==> config.mk <==
export PLATFORM = sky130hd
export DESIGN_NAME = jcdio_top
export DESIGN_NICKNAME = d
export VERILOG_FILES = /design/src/hdl/jcdio_pkg.sv /design/src/hdl/jcdio_top.sv /design/src/hdl/jcdio_port.sv
export VERILOG_INCLUDE_DIRS = /design/src /design/src/hdl
export SDC_FILE = /design/constraint.sdc
export NUM_CORES = 1
export LEC_CHECK = 0
export BUFFER_PORTS_ARGS = -buffer_cell sky130_fd_sc_hd__clkbuf_2
export CORE_AREA = 2 2 137 72
export DETAILED_ROUTE_END_ITERATION = 8
export DIE_AREA = 0 0 139 74
export PLACE_DENSITY = 0.76
export SLEW_MARGIN = 30
export SYNTH_ARGS = -nofsm -noshare
export SYNTH_HDL_FRONTEND = slang
export SYNTH_HIERARCHICAL = 1
export SYNTH_SLANG_ARGS = --single-unit
==> constraint.sdc <==
create_clock -name clock_in -period 1.75 [get_ports clock_in]
set_clock_uncertainty 0.15 [all_clocks]
set_input_delay 0 -clock clock_in [delete_from_list [all_inputs] [get_ports clock_in]]
set_output_delay 0 -clock clock_in [all_outputs]
set_load 0.02 [all_outputs]
==> src/hdl/jcdio_defines.svh <==
`ifndef JCDIO_DEFINES_SVH
`define JCDIO_DEFINES_SVH

// =============================================================
// geometry
`define JCDIO_CHANNELS 24
`define JCDIO_PORT_BITS 8
`define JCDIO_NUM_PORTS 3
`define JCDIO_SEL_BITS 5

// =============================================================
// window offsets (low two address bits)
`define JCDIO_OFF_PORT0 2'h0
`define JCDIO_OFF_PORT1 2'h1
`define JCDIO_OFF_PORT2 2'h2
`define JCDIO_OFF_STATUS 2'h3

// =============================================================
// address decode
`define JCDIO_ADDR_BITS 10
`define JCDIO_BASE_LINKS 8
`define JCDIO_BASE_DEFAULT 8'hc0
`define JCDIO_NO_CHANNEL 5'h1f

// =============================================================
// host irq line selection (one-hot over six lines)
`define JCDIO_IRQ_LINES 6
`define JCDIO_IRQ_9 0
`define JCDIO_IRQ_3 1
`define JCDIO_IRQ_4 2
`define JCDIO_IRQ_5 3
`define JCDIO_IRQ_6 4
`define JCDIO_IRQ_7 5

// =============================================================
// reset values
`define JCDIO_LATCH_RESET 8'h00
`define JCDIO_PEND_BIT 0

`endif

==> src/hdl/jcdio_pkg.sv <==
package jcdio_pkg;

    // host bus cycle as seen by the block
    typedef struct packed {
        logic [9:0] addr;
        logic       rd_strobe;
        logic       wr_strobe;
        logic [7:0] wdata;
    } jcdio_bus_type;

    // jumper configuration gathered together
    typedef struct packed {
        logic [7:0] base_links;
        logic [4:0] irq_channel;
        logic       rising_select;
        logic [5:0] irq_line_sel;
        logic       pulldown_fit;
    } jcdio_cfg_type;

    // interrupt detector state
    typedef enum logic [1:0] {
        JCDIO_IDLE    = 2'b00,
        JCDIO_PENDING = 2'b01,
        JCDIO_REARM   = 2'b10
    } jcdio_irq_state_type;

endpackage

==> src/hdl/jcdio_top.sv <==
// Function
// - 24 channels as three 8-bit ports
// - per-channel input or output, no direction
// - one channel interrupts, level-edge capture
// - channel select 0-23, default none
// - polarity link picks falling or rising
// - decode four bytes on aligned base
// - base is sum of link weights
// - irq to one of lines 9,3-7
// - no line selected drives nothing
// - shared irq, optional pull-down
// - port read returns inverted pin level
// - write 1 pulls pin low
// - status write clears pending flag unless an edge comes in the same cycle
// - reset clears all output latches
`timescale 1ns/10ps
`include "jcdio_defines.svh"

module jcdio_top (
    // clock and reset
    input wire logic clock_in,
    input wire logic rst_b_in,
    // host i/o bus, same clock domain
    input wire jcdio_pkg::jcdio_bus_type bus_in,
    output logic [7:0] rdata_out,
    output logic rdata_valid_out,
    // jumper links, static
    input wire jcdio_pkg::jcdio_cfg_type cfg_in,
    // channel pins, open drain
    input wire logic [23:0] pin_in,
    output logic [23:0] pin_oe_out,
    output logic [23:0] pin_out,
    // host interrupt lines, shared open style
    output logic [5:0] irq_out,
    output logic [5:0] irq_oe_out,
    output logic [5:0] irq_pulldown_out,
    // status
    output logic interrupt_pending_flag_out
);

    // =========================================================
    // pin synchroniser, two stages; first stage read only here
    logic [23:0] pin_meta_reg;
    logic [23:0] pin_sync_reg;
    always_ff @(posedge clock_in) begin
        if (!rst_b_in) begin
            pin_meta_reg <= 24'hff_ffff;
            pin_sync_reg <= 24'hff_ffff;
        end else begin
            pin_meta_reg <= pin_in;
            pin_sync_reg <= pin_meta_reg;
        end
    end

    // =========================================================
    // address decode
    logic [9:0] base_addr; // sum of installed weights
    logic hit; // bus address falls in window
    logic [1:0] offset; // byte within window
    // links weigh 0x004..0x200; sum equals concatenation
    assign base_addr = {cfg_in.base_links, 2'b00};
    assign hit = (bus_in.addr[9:2] == base_addr[9:2]);
    assign offset = bus_in.addr[1:0];

    // =========================================================
    // three byte ports
    logic [7:0] port_rdata [3];
    logic [2:0] port_wr;
    genvar g;
    generate
        for (g = 0; g < `JCDIO_NUM_PORTS; g++) begin : gen_port
            // channel order: port g holds channels 8g..8g+7
            assign port_wr[g] = hit && bus_in.wr_strobe &&
                (offset == 2'(g));
            jcdio_port u_port (
                .clock_in(clock_in),
                .rst_b_in(rst_b_in),
                .wr_in(port_wr[g]),
                .wdata_in(bus_in.wdata),
                .rdata_out(port_rdata[g]),
                .pin_sync_in(pin_sync_reg[8*g +: 8]),
                .pin_oe_out(pin_oe_out[8*g +: 8]),
                .pin_out(pin_out[8*g +: 8])
            );
        end
    endgenerate

    // =========================================================
    // interrupt source select; out-of-range code means none
    logic chan_valid; // a channel link is fitted
    logic chan_level; // selected channel in active sense
    assign chan_valid = (cfg_in.irq_channel < 5'd24);
    always_comb begin
        chan_level = 1'b0;
        if (chan_valid) begin
            // falling link: active when pin low; rising: when high
            chan_level = cfg_in.rising_select ?
                pin_sync_reg[cfg_in.irq_channel] :
                ~pin_sync_reg[cfg_in.irq_channel];
        end
    end

    // =========================================================
    // level-edge detector
    logic prev_level_reg; // last sampled active sense
    logic edge_seen; // idle-to-active transition
    logic status_wr; // host write to status byte
    always_ff @(posedge clock_in) begin
        if (!rst_b_in) begin
            prev_level_reg <= 1'b0;
        end else begin
            prev_level_reg <= chan_level;
        end
    end
    assign edge_seen = chan_level && !prev_level_reg;
    assign status_wr = hit && bus_in.wr_strobe &&
        (offset == `JCDIO_OFF_STATUS);

    // =========================================================
    // pending flag state; set beats clear in the same cycle
    jcdio_pkg::jcdio_irq_state_type state_reg;
    always_ff @(posedge clock_in) begin
        if (!rst_b_in) begin
            state_reg <= jcdio_pkg::JCDIO_IDLE;
        end else begin
            unique case (state_reg)
                jcdio_pkg::JCDIO_IDLE: begin
                    // edge caught even for a one-sample pulse
                    if (edge_seen) begin
                        state_reg <= jcdio_pkg::JCDIO_PENDING;
                    end
                end
                jcdio_pkg::JCDIO_PENDING: begin
                    if (status_wr && !edge_seen) begin
                        state_reg <= jcdio_pkg::JCDIO_REARM;
                    end
                end
                jcdio_pkg::JCDIO_REARM: begin
                    // level still active re-raises: level behaviour
                    if (chan_level) begin
                        state_reg <= jcdio_pkg::JCDIO_PENDING;
                    end else begin
                        state_reg <= jcdio_pkg::JCDIO_IDLE;
                    end
                end
                default: begin
                    state_reg <= jcdio_pkg::JCDIO_IDLE;
                end
            endcase
        end
    end
    assign interrupt_pending_flag_out = (state_reg == jcdio_pkg::JCDIO_PENDING);

    // =========================================================
    // host irq drive: shared method drives high only when pending
    always_comb begin
        for (int i = 0; i < `JCDIO_IRQ_LINES; i++) begin
            irq_oe_out[i] = cfg_in.irq_line_sel[i] && interrupt_pending_flag_out;
            irq_out[i] = irq_oe_out[i];
            // pull-down only on the selected line, only if fitted
            irq_pulldown_out[i] = cfg_in.irq_line_sel[i] && cfg_in.pulldown_fit;
        end
        // nothing selected means no enable anywhere
        if (cfg_in.irq_line_sel == 6'h00) begin
            irq_oe_out = 6'h00;
            irq_out = 6'h00;
        end
    end

    // =========================================================
    // read data register; byte wide, no multi-byte fields
    always_ff @(posedge clock_in) begin
        if (!rst_b_in) begin
            rdata_out <= 8'h00;
            rdata_valid_out <= 1'b0;
        end else begin
            rdata_valid_out <= hit && bus_in.rd_strobe;
            if (hit && bus_in.rd_strobe) begin
                unique case (offset)
                    `JCDIO_OFF_PORT0: rdata_out <= port_rdata[0];
                    `JCDIO_OFF_PORT1: rdata_out <= port_rdata[1];
                    `JCDIO_OFF_PORT2: rdata_out <= port_rdata[2];
                    `JCDIO_OFF_STATUS: rdata_out <= {7'h00, interrupt_pending_flag_out};
                endcase
            end
        end
    end

    // =========================================================
    // assertions
    a_pend_after_edge: assert property (@(posedge clock_in) disable iff (!rst_b_in)
        (state_reg == jcdio_pkg::JCDIO_IDLE && edge_seen) |=> interrupt_pending_flag_out)
        else $error("edge did not set pending");
    a_no_chan_quiet: assert property (@(posedge clock_in) disable iff (!rst_b_in)
        !chan_valid |-> !chan_level)
        else $error("unselected channel active");
    a_status_clear: assert property (@(posedge clock_in) disable iff (!rst_b_in)
        (interrupt_pending_flag_out && status_wr && !edge_seen) |=> !interrupt_pending_flag_out)
        else $error("status write did not clear");
    a_irq_follows: assert property (@(posedge clock_in) disable iff (!rst_b_in)
        (irq_oe_out != 6'h00) |-> interrupt_pending_flag_out)
        else $error("irq driven without pending");
    a_irq_none: assert property (@(posedge clock_in) disable iff (!rst_b_in)
        (cfg_in.irq_line_sel == 6'h00) |-> (irq_oe_out == 6'h00))
        else $error("irq driven with no line");
    a_pulldown_sel: assert property (@(posedge clock_in) disable iff (!rst_b_in)
        !cfg_in.pulldown_fit |-> (irq_pulldown_out == 6'h00))
        else $error("pull-down without option");
    a_write_drives: assert property (@(posedge clock_in) disable iff (!rst_b_in)
        port_wr[0] |=> (pin_oe_out[7:0] == $past(bus_in.wdata)))
        else $error("latch not loaded");
    a_reset_release: assert property (@(posedge clock_in)
        !rst_b_in |=> (pin_oe_out == 24'h00_0000))
        else $error("latch not cleared");
    a_read_valid: assert property (@(posedge clock_in) disable iff (!rst_b_in)
        (hit && bus_in.rd_strobe) |=> rdata_valid_out)
        else $error("read not answered");
    c_irq_raised: cover property (@(posedge clock_in) disable iff (!rst_b_in)
        interrupt_pending_flag_out && irq_oe_out != 6'h00);
    c_rearm_level: cover property (@(posedge clock_in) disable iff (!rst_b_in)
        state_reg == jcdio_pkg::JCDIO_REARM ##1 interrupt_pending_flag_out);
    c_port_write: cover property (@(posedge clock_in) disable iff (!rst_b_in)
        port_wr[2]);

endmodule

==> src/hdl/jcdio_port.sv <==
`timescale 1ns/10ps
`include "jcdio_defines.svh"

// =============================================================
// one byte-wide channel port: output latch, pin drive, readback
module jcdio_port (
    // clock and reset
    input wire logic clock_in,
    input wire logic rst_b_in,
    // host side
    input wire logic wr_in,
    input wire logic [7:0] wdata_in,
    output logic [7:0] rdata_out,
    // pin side (synchronised pin level in)
    input wire logic [7:0] pin_sync_in,
    output logic [7:0] pin_oe_out,
    output logic [7:0] pin_out
);

    logic [7:0] latch_reg; // 1 means channel is pulled low

    // =========================================================
    // output latch; reset releases every channel
    always_ff @(posedge clock_in) begin
        if (!rst_b_in) begin
            latch_reg <= `JCDIO_LATCH_RESET;
        end else if (wr_in) begin
            latch_reg <= wdata_in;
        end
    end

    // open-drain: drive low only, pull-up is external
    assign pin_oe_out = latch_reg;
    assign pin_out = 8'h00;
    // inverted pin level; driven bits read back as the latch
    assign rdata_out = ~pin_sync_in;

endmodule

After elaboration in Yosys (flattened, before gate mapping). Index checks and enable logic that the tools add are counted.

Register bits: 84. Bits of input ports: 67. Output and inout port bits: 76. Word-level logic and storage cells: 59.

$lt $le $gt $ge: 2. Equality and inequality tests: 8. Muxes and demuxes: 10. Bitwise logic cells: 4. Reduce and logical (&&, ||, !) cells: 26.

Operators by type and width (number): 8-bit one-hot mux with 4 select lines (1); 8-bit inverter (3); 1-bit logical AND (20); 8-bit equality test (1); 2-bit equality test, second input constant (3); 6-bit zero test (1); 5-bit by 6-bit less-than comparator with 1-bit output, second input constant (1); 6-bit 2-to-1 mux (1); 2-bit one-hot mux with 3 select lines (1); 1-bit binary-select mux with 5-bit select (1); 5-bit less-than comparator, second input constant (1); 2-bit by 1-bit equality test with 1-bit output, second input constant (2); 2-bit zero test (2); 1-bit 2-to-1 mux (4); 2-bit 2-to-1 mux (2); 1-bit zero test (2); 2-bit by 1-bit != test with 1-bit output, second input constant (1); 2-bit != test, second input constant (1); 2-bit AND reduction (1); 1-bit inverter (1).

Longest topological paths before layout. Gate-level depths: netlist of the first run.

Depth after elaboration: 10. Mapped depth: 8. Gate-level depth less buffers: 7.

Cells and area by module. The synthesis of the first run kept the hierarchy.

By module, submodules not included: jcdio_top (instances 1, cells each 222, area each 2378.5 µm², sequential area each 1201.2 µm²); jcdio_port (instances 3, cells each 42, area each 395.4 µm², sequential area each 160.2 µm²).

Worst setup path after synthesis of the first run. OpenSTA, ideal clock, no wires.

Kind: register -> register. From: register pin_sync_reg[15]. To: register state_reg[1]. Library setup time: 61 ps. Arrival: 1595 ps. Required time: 1539 ps. Path slack: -56 ps. Stages on the path, launching flop included: 6. Path buffers: 0. Period minus slack after synthesis: 1806 ps. Path through: dfxtp_1 -> mux4_2 -> mux2i_1 -> mux2_2 -> nor3_2 -> o2111a_1.

Longest elaborated chain between the ends: 10. Elaborated cells between the ends (all ways): 11. Those cells by class: eq/ne (2); mux (4); bitwise (1); reduce/logical (4).

Ends and longest elaborated chain: start: declaration (RTL line jcdio_top.sv:44) `logic [23:0] pin_sync_reg;`; start signal: assignment (RTL line jcdio_top.sv:51) `pin_sync_reg <= pin_meta_reg;`; 1-bit binary-select mux with 5-bit select * (RTL line jcdio_top.sv:98, jcdio_top.sv:99); 1-bit 2-to-1 mux (implied by the code) * (RTL line jcdio_top.sv:98, jcdio_top.sv:99); 1-bit inverter (RTL line jcdio_top.sv:99) `~pin_sync_reg[cfg_in.irq_channel];`; 1-bit 2-to-1 mux * (RTL line jcdio_top.sv:97) `chan_level = cfg_in.rising_select ?`; 1-bit 2-to-1 mux * (RTL line jcdio_top.sv:95) `if (chan_valid) begin`; 1-bit logical AND * (RTL line jcdio_top.sv:115) `assign edge_seen = chan_level && !prev_level_reg;`; 1-bit zero test (RTL line jcdio_top.sv:134) `if (status_wr && !edge_seen) begin`; 1-bit logical AND (RTL line jcdio_top.sv:134); 2-bit by 1-bit != test with 1-bit output (no line); 2-bit AND reduction (no line) *; end signal: assignment (RTL line jcdio_top.sv:135) `state_reg <= jcdio_pkg::JCDIO_REARM;`; end signal: assignment (RTL line jcdio_top.sv:141) `state_reg <= jcdio_pkg::JCDIO_PENDING;`; end signal: assignment (RTL line jcdio_top.sv:143) `state_reg <= jcdio_pkg::JCDIO_IDLE;`; end: declaration (RTL line jcdio_top.sv:121) `jcdio_pkg::jcdio_irq_state_type state_reg;`.

Mark *: on every way between the ends. The rest lies on a longest branch, timed or not. The select of a mux whose other input is x is not followed. A chain may end at the register's enable or synchronous reset.

Worst setup path in the final report of the first run.
From: register pin_sync_reg[22]. To: register state_reg[1].

Same word-level chain as after synthesis.

==> out/qor.yml, run 1 <==
synth:
  ys_top_cells_by_count: "dfxtp_1 (84), nand2b_1 (48), mux2i_1 (44)"
  synth_edf_count: 0
  synth-compound-area-share: 0.0161
  syn_inst: 348
  ys.flop_type: "dfxtp_1"
  netlist.area_leader.share: 0.472
  synth_area_leaders: "dfxtp_1 (47%), mux2i_1 (12%), nand2b_1 (8.4%)"
  synth_fa_ha_area_frac: 0
  yosysUniqueCellTypes: 31
  synth-xor-area-share: 0.0197
  synth_area_per_cell_um2: 10.2
  synth.most_common_cell: "dfxtp_1"
  synthMuxAreaShare: 0.175
  syn_area_um2: 3560
  ys_warn_count: 6
  synth-simple-area-share: 0.204
  async_flop_share: 0
  yosys.area.top_type: "dfxtp_1"
  ys_seq_area_frac: 0.472
  synth_top_family_by_area: "simple AND/OR/NAND/NOR gates"
  synth-seq-cells: 84
die:
  core-area_um2: 9130
  boundaryPins: 143
  initial_core_util: 0.390
  dieArea_um2: 10300
  die_x_um: 139
  chipHeight_um: 74
  fp-row-count: 25
critical_path:
  critPathMaxFanout: 3
  crit_path_end: "state_reg[1]"
  crit_arrival_ns: 1.98
  path_class: "flip-flop to flip-flop"
  timing.rr.start: "pin_sync_reg[22]"
  end_kind: "flip-flop"
  rr_endpoint: "state_reg[1]"
  required_ns: 1.82
  cp-start-kind: "flip-flop"
  reg2reg_depth: 5
  r2r_slack_ns: -0.16
  startpoint: "pin_sync_reg[22]"
placed_design:
  placed_cells: 582
  place.gp.congestion: 0.919
  port_buffers: 118
  dpl_cell_area_um2: 4220
  pre_cts_ws_ns: -0.237
  dp_hpwl_um: 6100
grt:
  grt-ovfl-total: 0
  grtUsageMet3: 0.0580
  grt_start_max_net_pins: 47
  grtUsageMet1: 0.218
  grt_pass1_wl_um: 13000
  met2_usage: 0.262
  grt_pass1_vias: 2626
  grt_antenna_before_repair: 0
  gr-max-usage-layer: "met2"
  grt_usage: 0.164
sta:
  fin_crit_sh: 1.09
  rsz0062_at_grt: "yes"
  setup_viol: 3
  min_period_ns: 1.91
  hold_viol: 0
  slew_viol_final: 0
  final.setup.tns_ns: -0.281
  worst_slack_ns: -0.164
  clock.fmax_mhz: 523
power:
  seq_power_share: 0.433
  ir_worst_vdd_v: 0.000485
  internal-power_uw: 3540
  net-switching-power_uw: 1070
  p_leak_uw: 0.00238
  swShare: 0.232
  p_per_area_nw_per_um2: 916
  clkPwrFrac: 0.451
  combPwrFrac: 0.116
finish:
  fin_area_um2: 5030
  finalNonFillerCells: 642
  area_growth_pct: 41.0
  fillers: 821
  seqCellArea_um2: 1690
  n_antenna_cell: 0
  nets: 583
  fin_util: 0.550
  multi_input_area_um2: 1610
  drive_gt1_frac: 0.332
detailed_routing:
  wl_per_cell_um: 13.2
  wl_um: 8490
  route.antenna.remaining_nets: 0
  drtIter0Drc: 170
  post-route-drc-count: 0
  via_per_inst: 4.35
  vias: 2792
  dr.pass1.iters: 4
clock_network:
  clockRootBuffer: "clkbuf_16"
  cts_sinks: 84
  clockBufferDepth: 2
  tritoncts: "yes"
  cts_htree_levels: 3
  numCtsBuffers: 9
  worstSkewPairLatency_ns: 0.33
  post_cts_buffers: 0
  clkTransAtPathRegs_ns: 0.06
run_status:
  status: "complete, but fails checks"
  violations: "setup timing"
flow_run:
  cap_viol_max_count: 0
min_path:
  hold_class: "primary input to flip-flop"
[how the worst min path moves through the flow]
stage | depth (start not counted) | endpoint | start
after floorplan | 1 | pin_meta_reg[19] | rst_b_in
after global placement | 2 | pin_meta_reg[17] | pin_in[17]
after detailed placement | 2 | pin_meta_reg[23] | pin_in[23]
after CTS | 5 | prev_level_reg | cfg_in[7]
after global routing | 5 | prev_level_reg | cfg_in[12]
final | 5 | prev_level_reg | cfg_in[12]
[power groups by stage]
stage                     Sequential, uW  Combinational, uW  Clock [uW]
final                               1990                536        2070
after global routing                2000                583        2210
after CTS                           1990                517        2120
after detailed placement            2030                437           0
after global placement              2030                427           0
after floorplan                     2020                317           0
[cell usage in the layout, fill, tap and decap left out, types with 7 or more instances in the layout]
cell type	count
nand2_1	13
dlygate4sd3_1	44
conb_1	24
nor2b_1	26
mux2i_1	39
clkbuf_16	9
inv_1	24
mux4_2	7
clkbuf_2	118
nand2b_1	48
nor2_1	11
o21ai_0	7
and2_1	13
buf_4	16
xor2_1	8
dfxtp_1	80
[worst max-delay path, stage by stage (launching register included)]
cell and delay, ns:
dfxtp_1 0.32, mux4_2 0.51, mux2i_4 0.20, mux2i_2 0.31, nor3_4 0.08, o2111a_1 0.24
[routing by layer]
metal | up-vias | share of wire
li1 | 1404 | -
met2 | 117 | 0.44
met5 | - | 0
met1 | 1262 | 0.46
met4 | 0 | 0.011
met3 | 9 | 0.082
[cell type report]
cell class	instances	share of cell area
inverter	25	0.0187
timing repair buffer	178	0.229
tap	121	0.0301
sequential	84	0.335
multi-input combinational	218	0.321
clock inverter	6	0.0187
clock buffer	10	0.0475
[through the flow]
stage,hold slack (ns),power [uW]
3_5_place_dp,0.0338,2470
5_1_grt,0.101,4790
6_report,0.0945,4600
2_1_floorplan,-0.0770,2340
4_1_cts,0.0424,4630
3_3_place_gp,0.0316,2460
[cell families after synthesis]
group | count (synthesis)
AO/OA/AOI/OAI | 10
XOR/XNOR | 8
buffers and inverters | 67
flip-flops | 84
multiplexers | 52
other | 3
AND/OR/NAND/NOR | 124
[what timing repair did]
item	CTS	global route
hold buffers	44	0
gates resized for setup	2	15
setup endpoints to repair	3	22
hold endpoints to repair	70	0
No activity file was read; power rests on OpenSTA's default activity.
==> run 2: changes to the inputs <==
- CORE_AREA: 2 2 137 72 -> 2 2 135 71
- DIE_AREA: 0 0 139 74 -> 0 0 137 73
- SYNTH_HIERARCHICAL: 1 -> not set
==> run 2 against run 1 <==
The run still ends with setup timing left. Die area fell by 2.8%. Global-route usage rose by 2.5 points. Synthesized cell count is 0.57% higher. Via count up 10%. Critical endpoint unchanged. Largest power group is now sequential cells.
==> out/qor.yml, run 2 <==
run_status:
  status: "complete, but fails checks"
  violations: "setup timing"
finish:
  fillers: 775
  final_cell_mix: "clkbuf_2 (118), dfxtp_1 (82), dlygate4sd3_1 (58)"
  area_growth_pct: 44.1
  finalNonFillerCells: 649
  fin_util: 0.555
  drive_gt1_frac: 0.337
  n_antenna_cell: 0
  final_common_cell: "clkbuf_2"
  nets: 590
sta:
  whs_ns: 0.0836
  maxSlewHeadroom: 0.664
  tightestPinTransition_ns: 0.500
  slew_viol_final: 0
  hold_viol: 0
  setup_viol: 3
  min_period_ns: 1.90
  fin_crit_sh: 1.08
  final.setup.tns_ns: -0.359
  rsz0062_at_grt: "yes"
  worst_slack_ns: -0.146
  clock.fmax_mhz: 527
critical_path:
  cp_slowest_cell: "mux4_2"
  cp_slowest_stage_delay_ns: 0.49
  cp-start-kind: "flip-flop"
  critPathMaxFanout: 3
  r2r_slack_ns: -0.15
  crit_chain: "mux4_2 > mux2i_2 > mux2_4 > nor3_4 > o2111a_1"
  end_kind: "flip-flop"
  crit_arrival_ns: 2.02
  cp_top_family: "multiplexers"
  crit_buf_inv: 0
  path_class: "flip-flop to flip-flop"
  required_ns: 1.87
die:
  initial_core_util: 0.385
  die_x_um: 137
  dieArea_um2: 10000
  core-area_um2: 9010
  boundaryPins: 143
  chipHeight_um: 73
  fp-row-count: 25
clock_network:
  numCtsBuffers: 9
  cts_htree_levels: 3
  clockRootBuffer: "clkbuf_16"
  clkTransAtPathRegs_ns: 0.06
  clockBufferDepth: 2
  worstSkewPairLatency_ns: 0.33
  cts_sinks: 84
  tritoncts: "yes"
detailed_routing:
  vias: 3070
  dr.pass1.iters: 5
  via_per_inst: 4.73
  wl_per_cell_um: 14.4
  drtIter0Drc: 232
  post-route-drc-count: 0
  route.antenna.remaining_nets: 0
  wl_um: 9370
power:
  p_total_uw: 4390
  p_per_area_nw_per_um2: 877
  ir_worst_vdd_v: 0.000548
  p_leak_uw: 0.00216
synth:
  ys_top_cells_by_count: "dfxtp_1 (84), nand2b_1 (49), buf_4 (30)"
  ys_seq_area_frac: 0.484
  async_flop_share: 0
  ys.flop_type: "dfxtp_1"
  synth_area_per_cell_um2: 9.92
  syn_inst: 350
  synth_edf_count: 0
  yosysUniqueCellTypes: 36
  netlist.area_leader.share: 0.484
  yosys.area.top_type: "dfxtp_1"
  synth.most_common_cell: "dfxtp_1"
  syn_area_um2: 3470
  synth-seq-cells: 84
  ys_warn_count: 0
  synth_area_leaders: "dfxtp_1 (48%), nand2b_1 (8.8%), buf_4 (6.5%)"
grt:
  grt_pass1_wl_um: 14500
  grt-ovfl-total: 0
  grt_usage: 0.190
  grt_pass1_vias: 2953
  grt_start_max_net_pins: 34
  grt_antenna_before_repair: 0
flow_run:
  cap_viol_max_count: 0
placed_design:
  port_buffers: 118
  placed_cells: 575
  dp_hpwl_um: 6780
  place.gp.congestion: 0.860
min_path:
  hold_class: "primary input to flip-flop"
## run 2: logic make-up (layout without fill, tap and decap cells)
| family | count (synthesis) | after routing | synth area share |
|---|---|---|---|
| buffers and inverters | 56 | 211 | 0.0969 |
| DFF | 84 | 84 | 0.484 |
| muxes | 28 | 28 | 0.113 |
| AOI/OAI and AO/OA | 58 | 58 | 0.0890 |
| other | 1 | 24 | 0.00108 |
| xor gates and xnor gates | 8 | 8 | 0.0202 |
| and+or+nand+nor | 115 | 115 | 0.195 |
## run 2: worst register-to-register path: stages, from the launching register on
cell and delay, ns:
dfxtp_2 0.32, mux4_2 0.49, mux2i_2 0.21, mux2_4 0.34
nor3_4 0.14, o2111a_1 0.19
## run 2: final cells by class
cell class                 instances  area [um2]  area share
clock buffer                      11         253      0.0505
clock inverter                     5        42.5     0.00850
inverter                           3        11.3     0.00225
multi-input combinational        233        1560       0.311
sequential                        84        1680       0.337
tap                              121         151      0.0303
timing repair buffer             192        1300       0.261
## run 2: path summary, 6_finish.rpt
path,startpoint,end,cells after the start
setup reg to reg,pin_sync_reg[22],state_reg[1],5
setup / recovery,pin_sync_reg[22],state_reg[1],5
hold / removal,bus_in[11],rdata_out[0],4
hold reg to reg,pin_meta_reg[2],pin_sync_reg[2],1
## run 2: where the power goes
group	total (uW)	internal [uW]	switching, uW
sequential	1990	1970	21.3
clock	1810	1050	761
combinational	581	281	300
total	4390	3300	1080
## run 2: stage by stage
stage / worst slack [ns] / cell area [um2]
after floorplan: -0.00809 / 3560
after global placement: -0.0923 / 4110
after detailed placement: -0.169 / 4110
after CTS: -0.146 / 4990
after global routing: -0.197 / 5000
final: -0.146 / 5000
## run 2: layer usage
metal  GRT usage  up-vias  part of all wire
met5           0        -                 0
met4      0.0527        0             0.016
met3      0.0604       16             0.089
met2       0.294      155              0.45
met1       0.256     1414              0.45
li1            -     1485                 -
## run 2: repair_timing
| action | 4_1_cts | 5_1_grt |
|---|---|---|
| setup buffers | 0 | 0 |
| hold endpoints to repair | 66 | 0 |
| resized for setup | 11 | 3 |
| hold buffers | 58 | 0 |
| pin swaps | 0 | 1 |
| endpoints found under the setup margin | 4 | 3 |
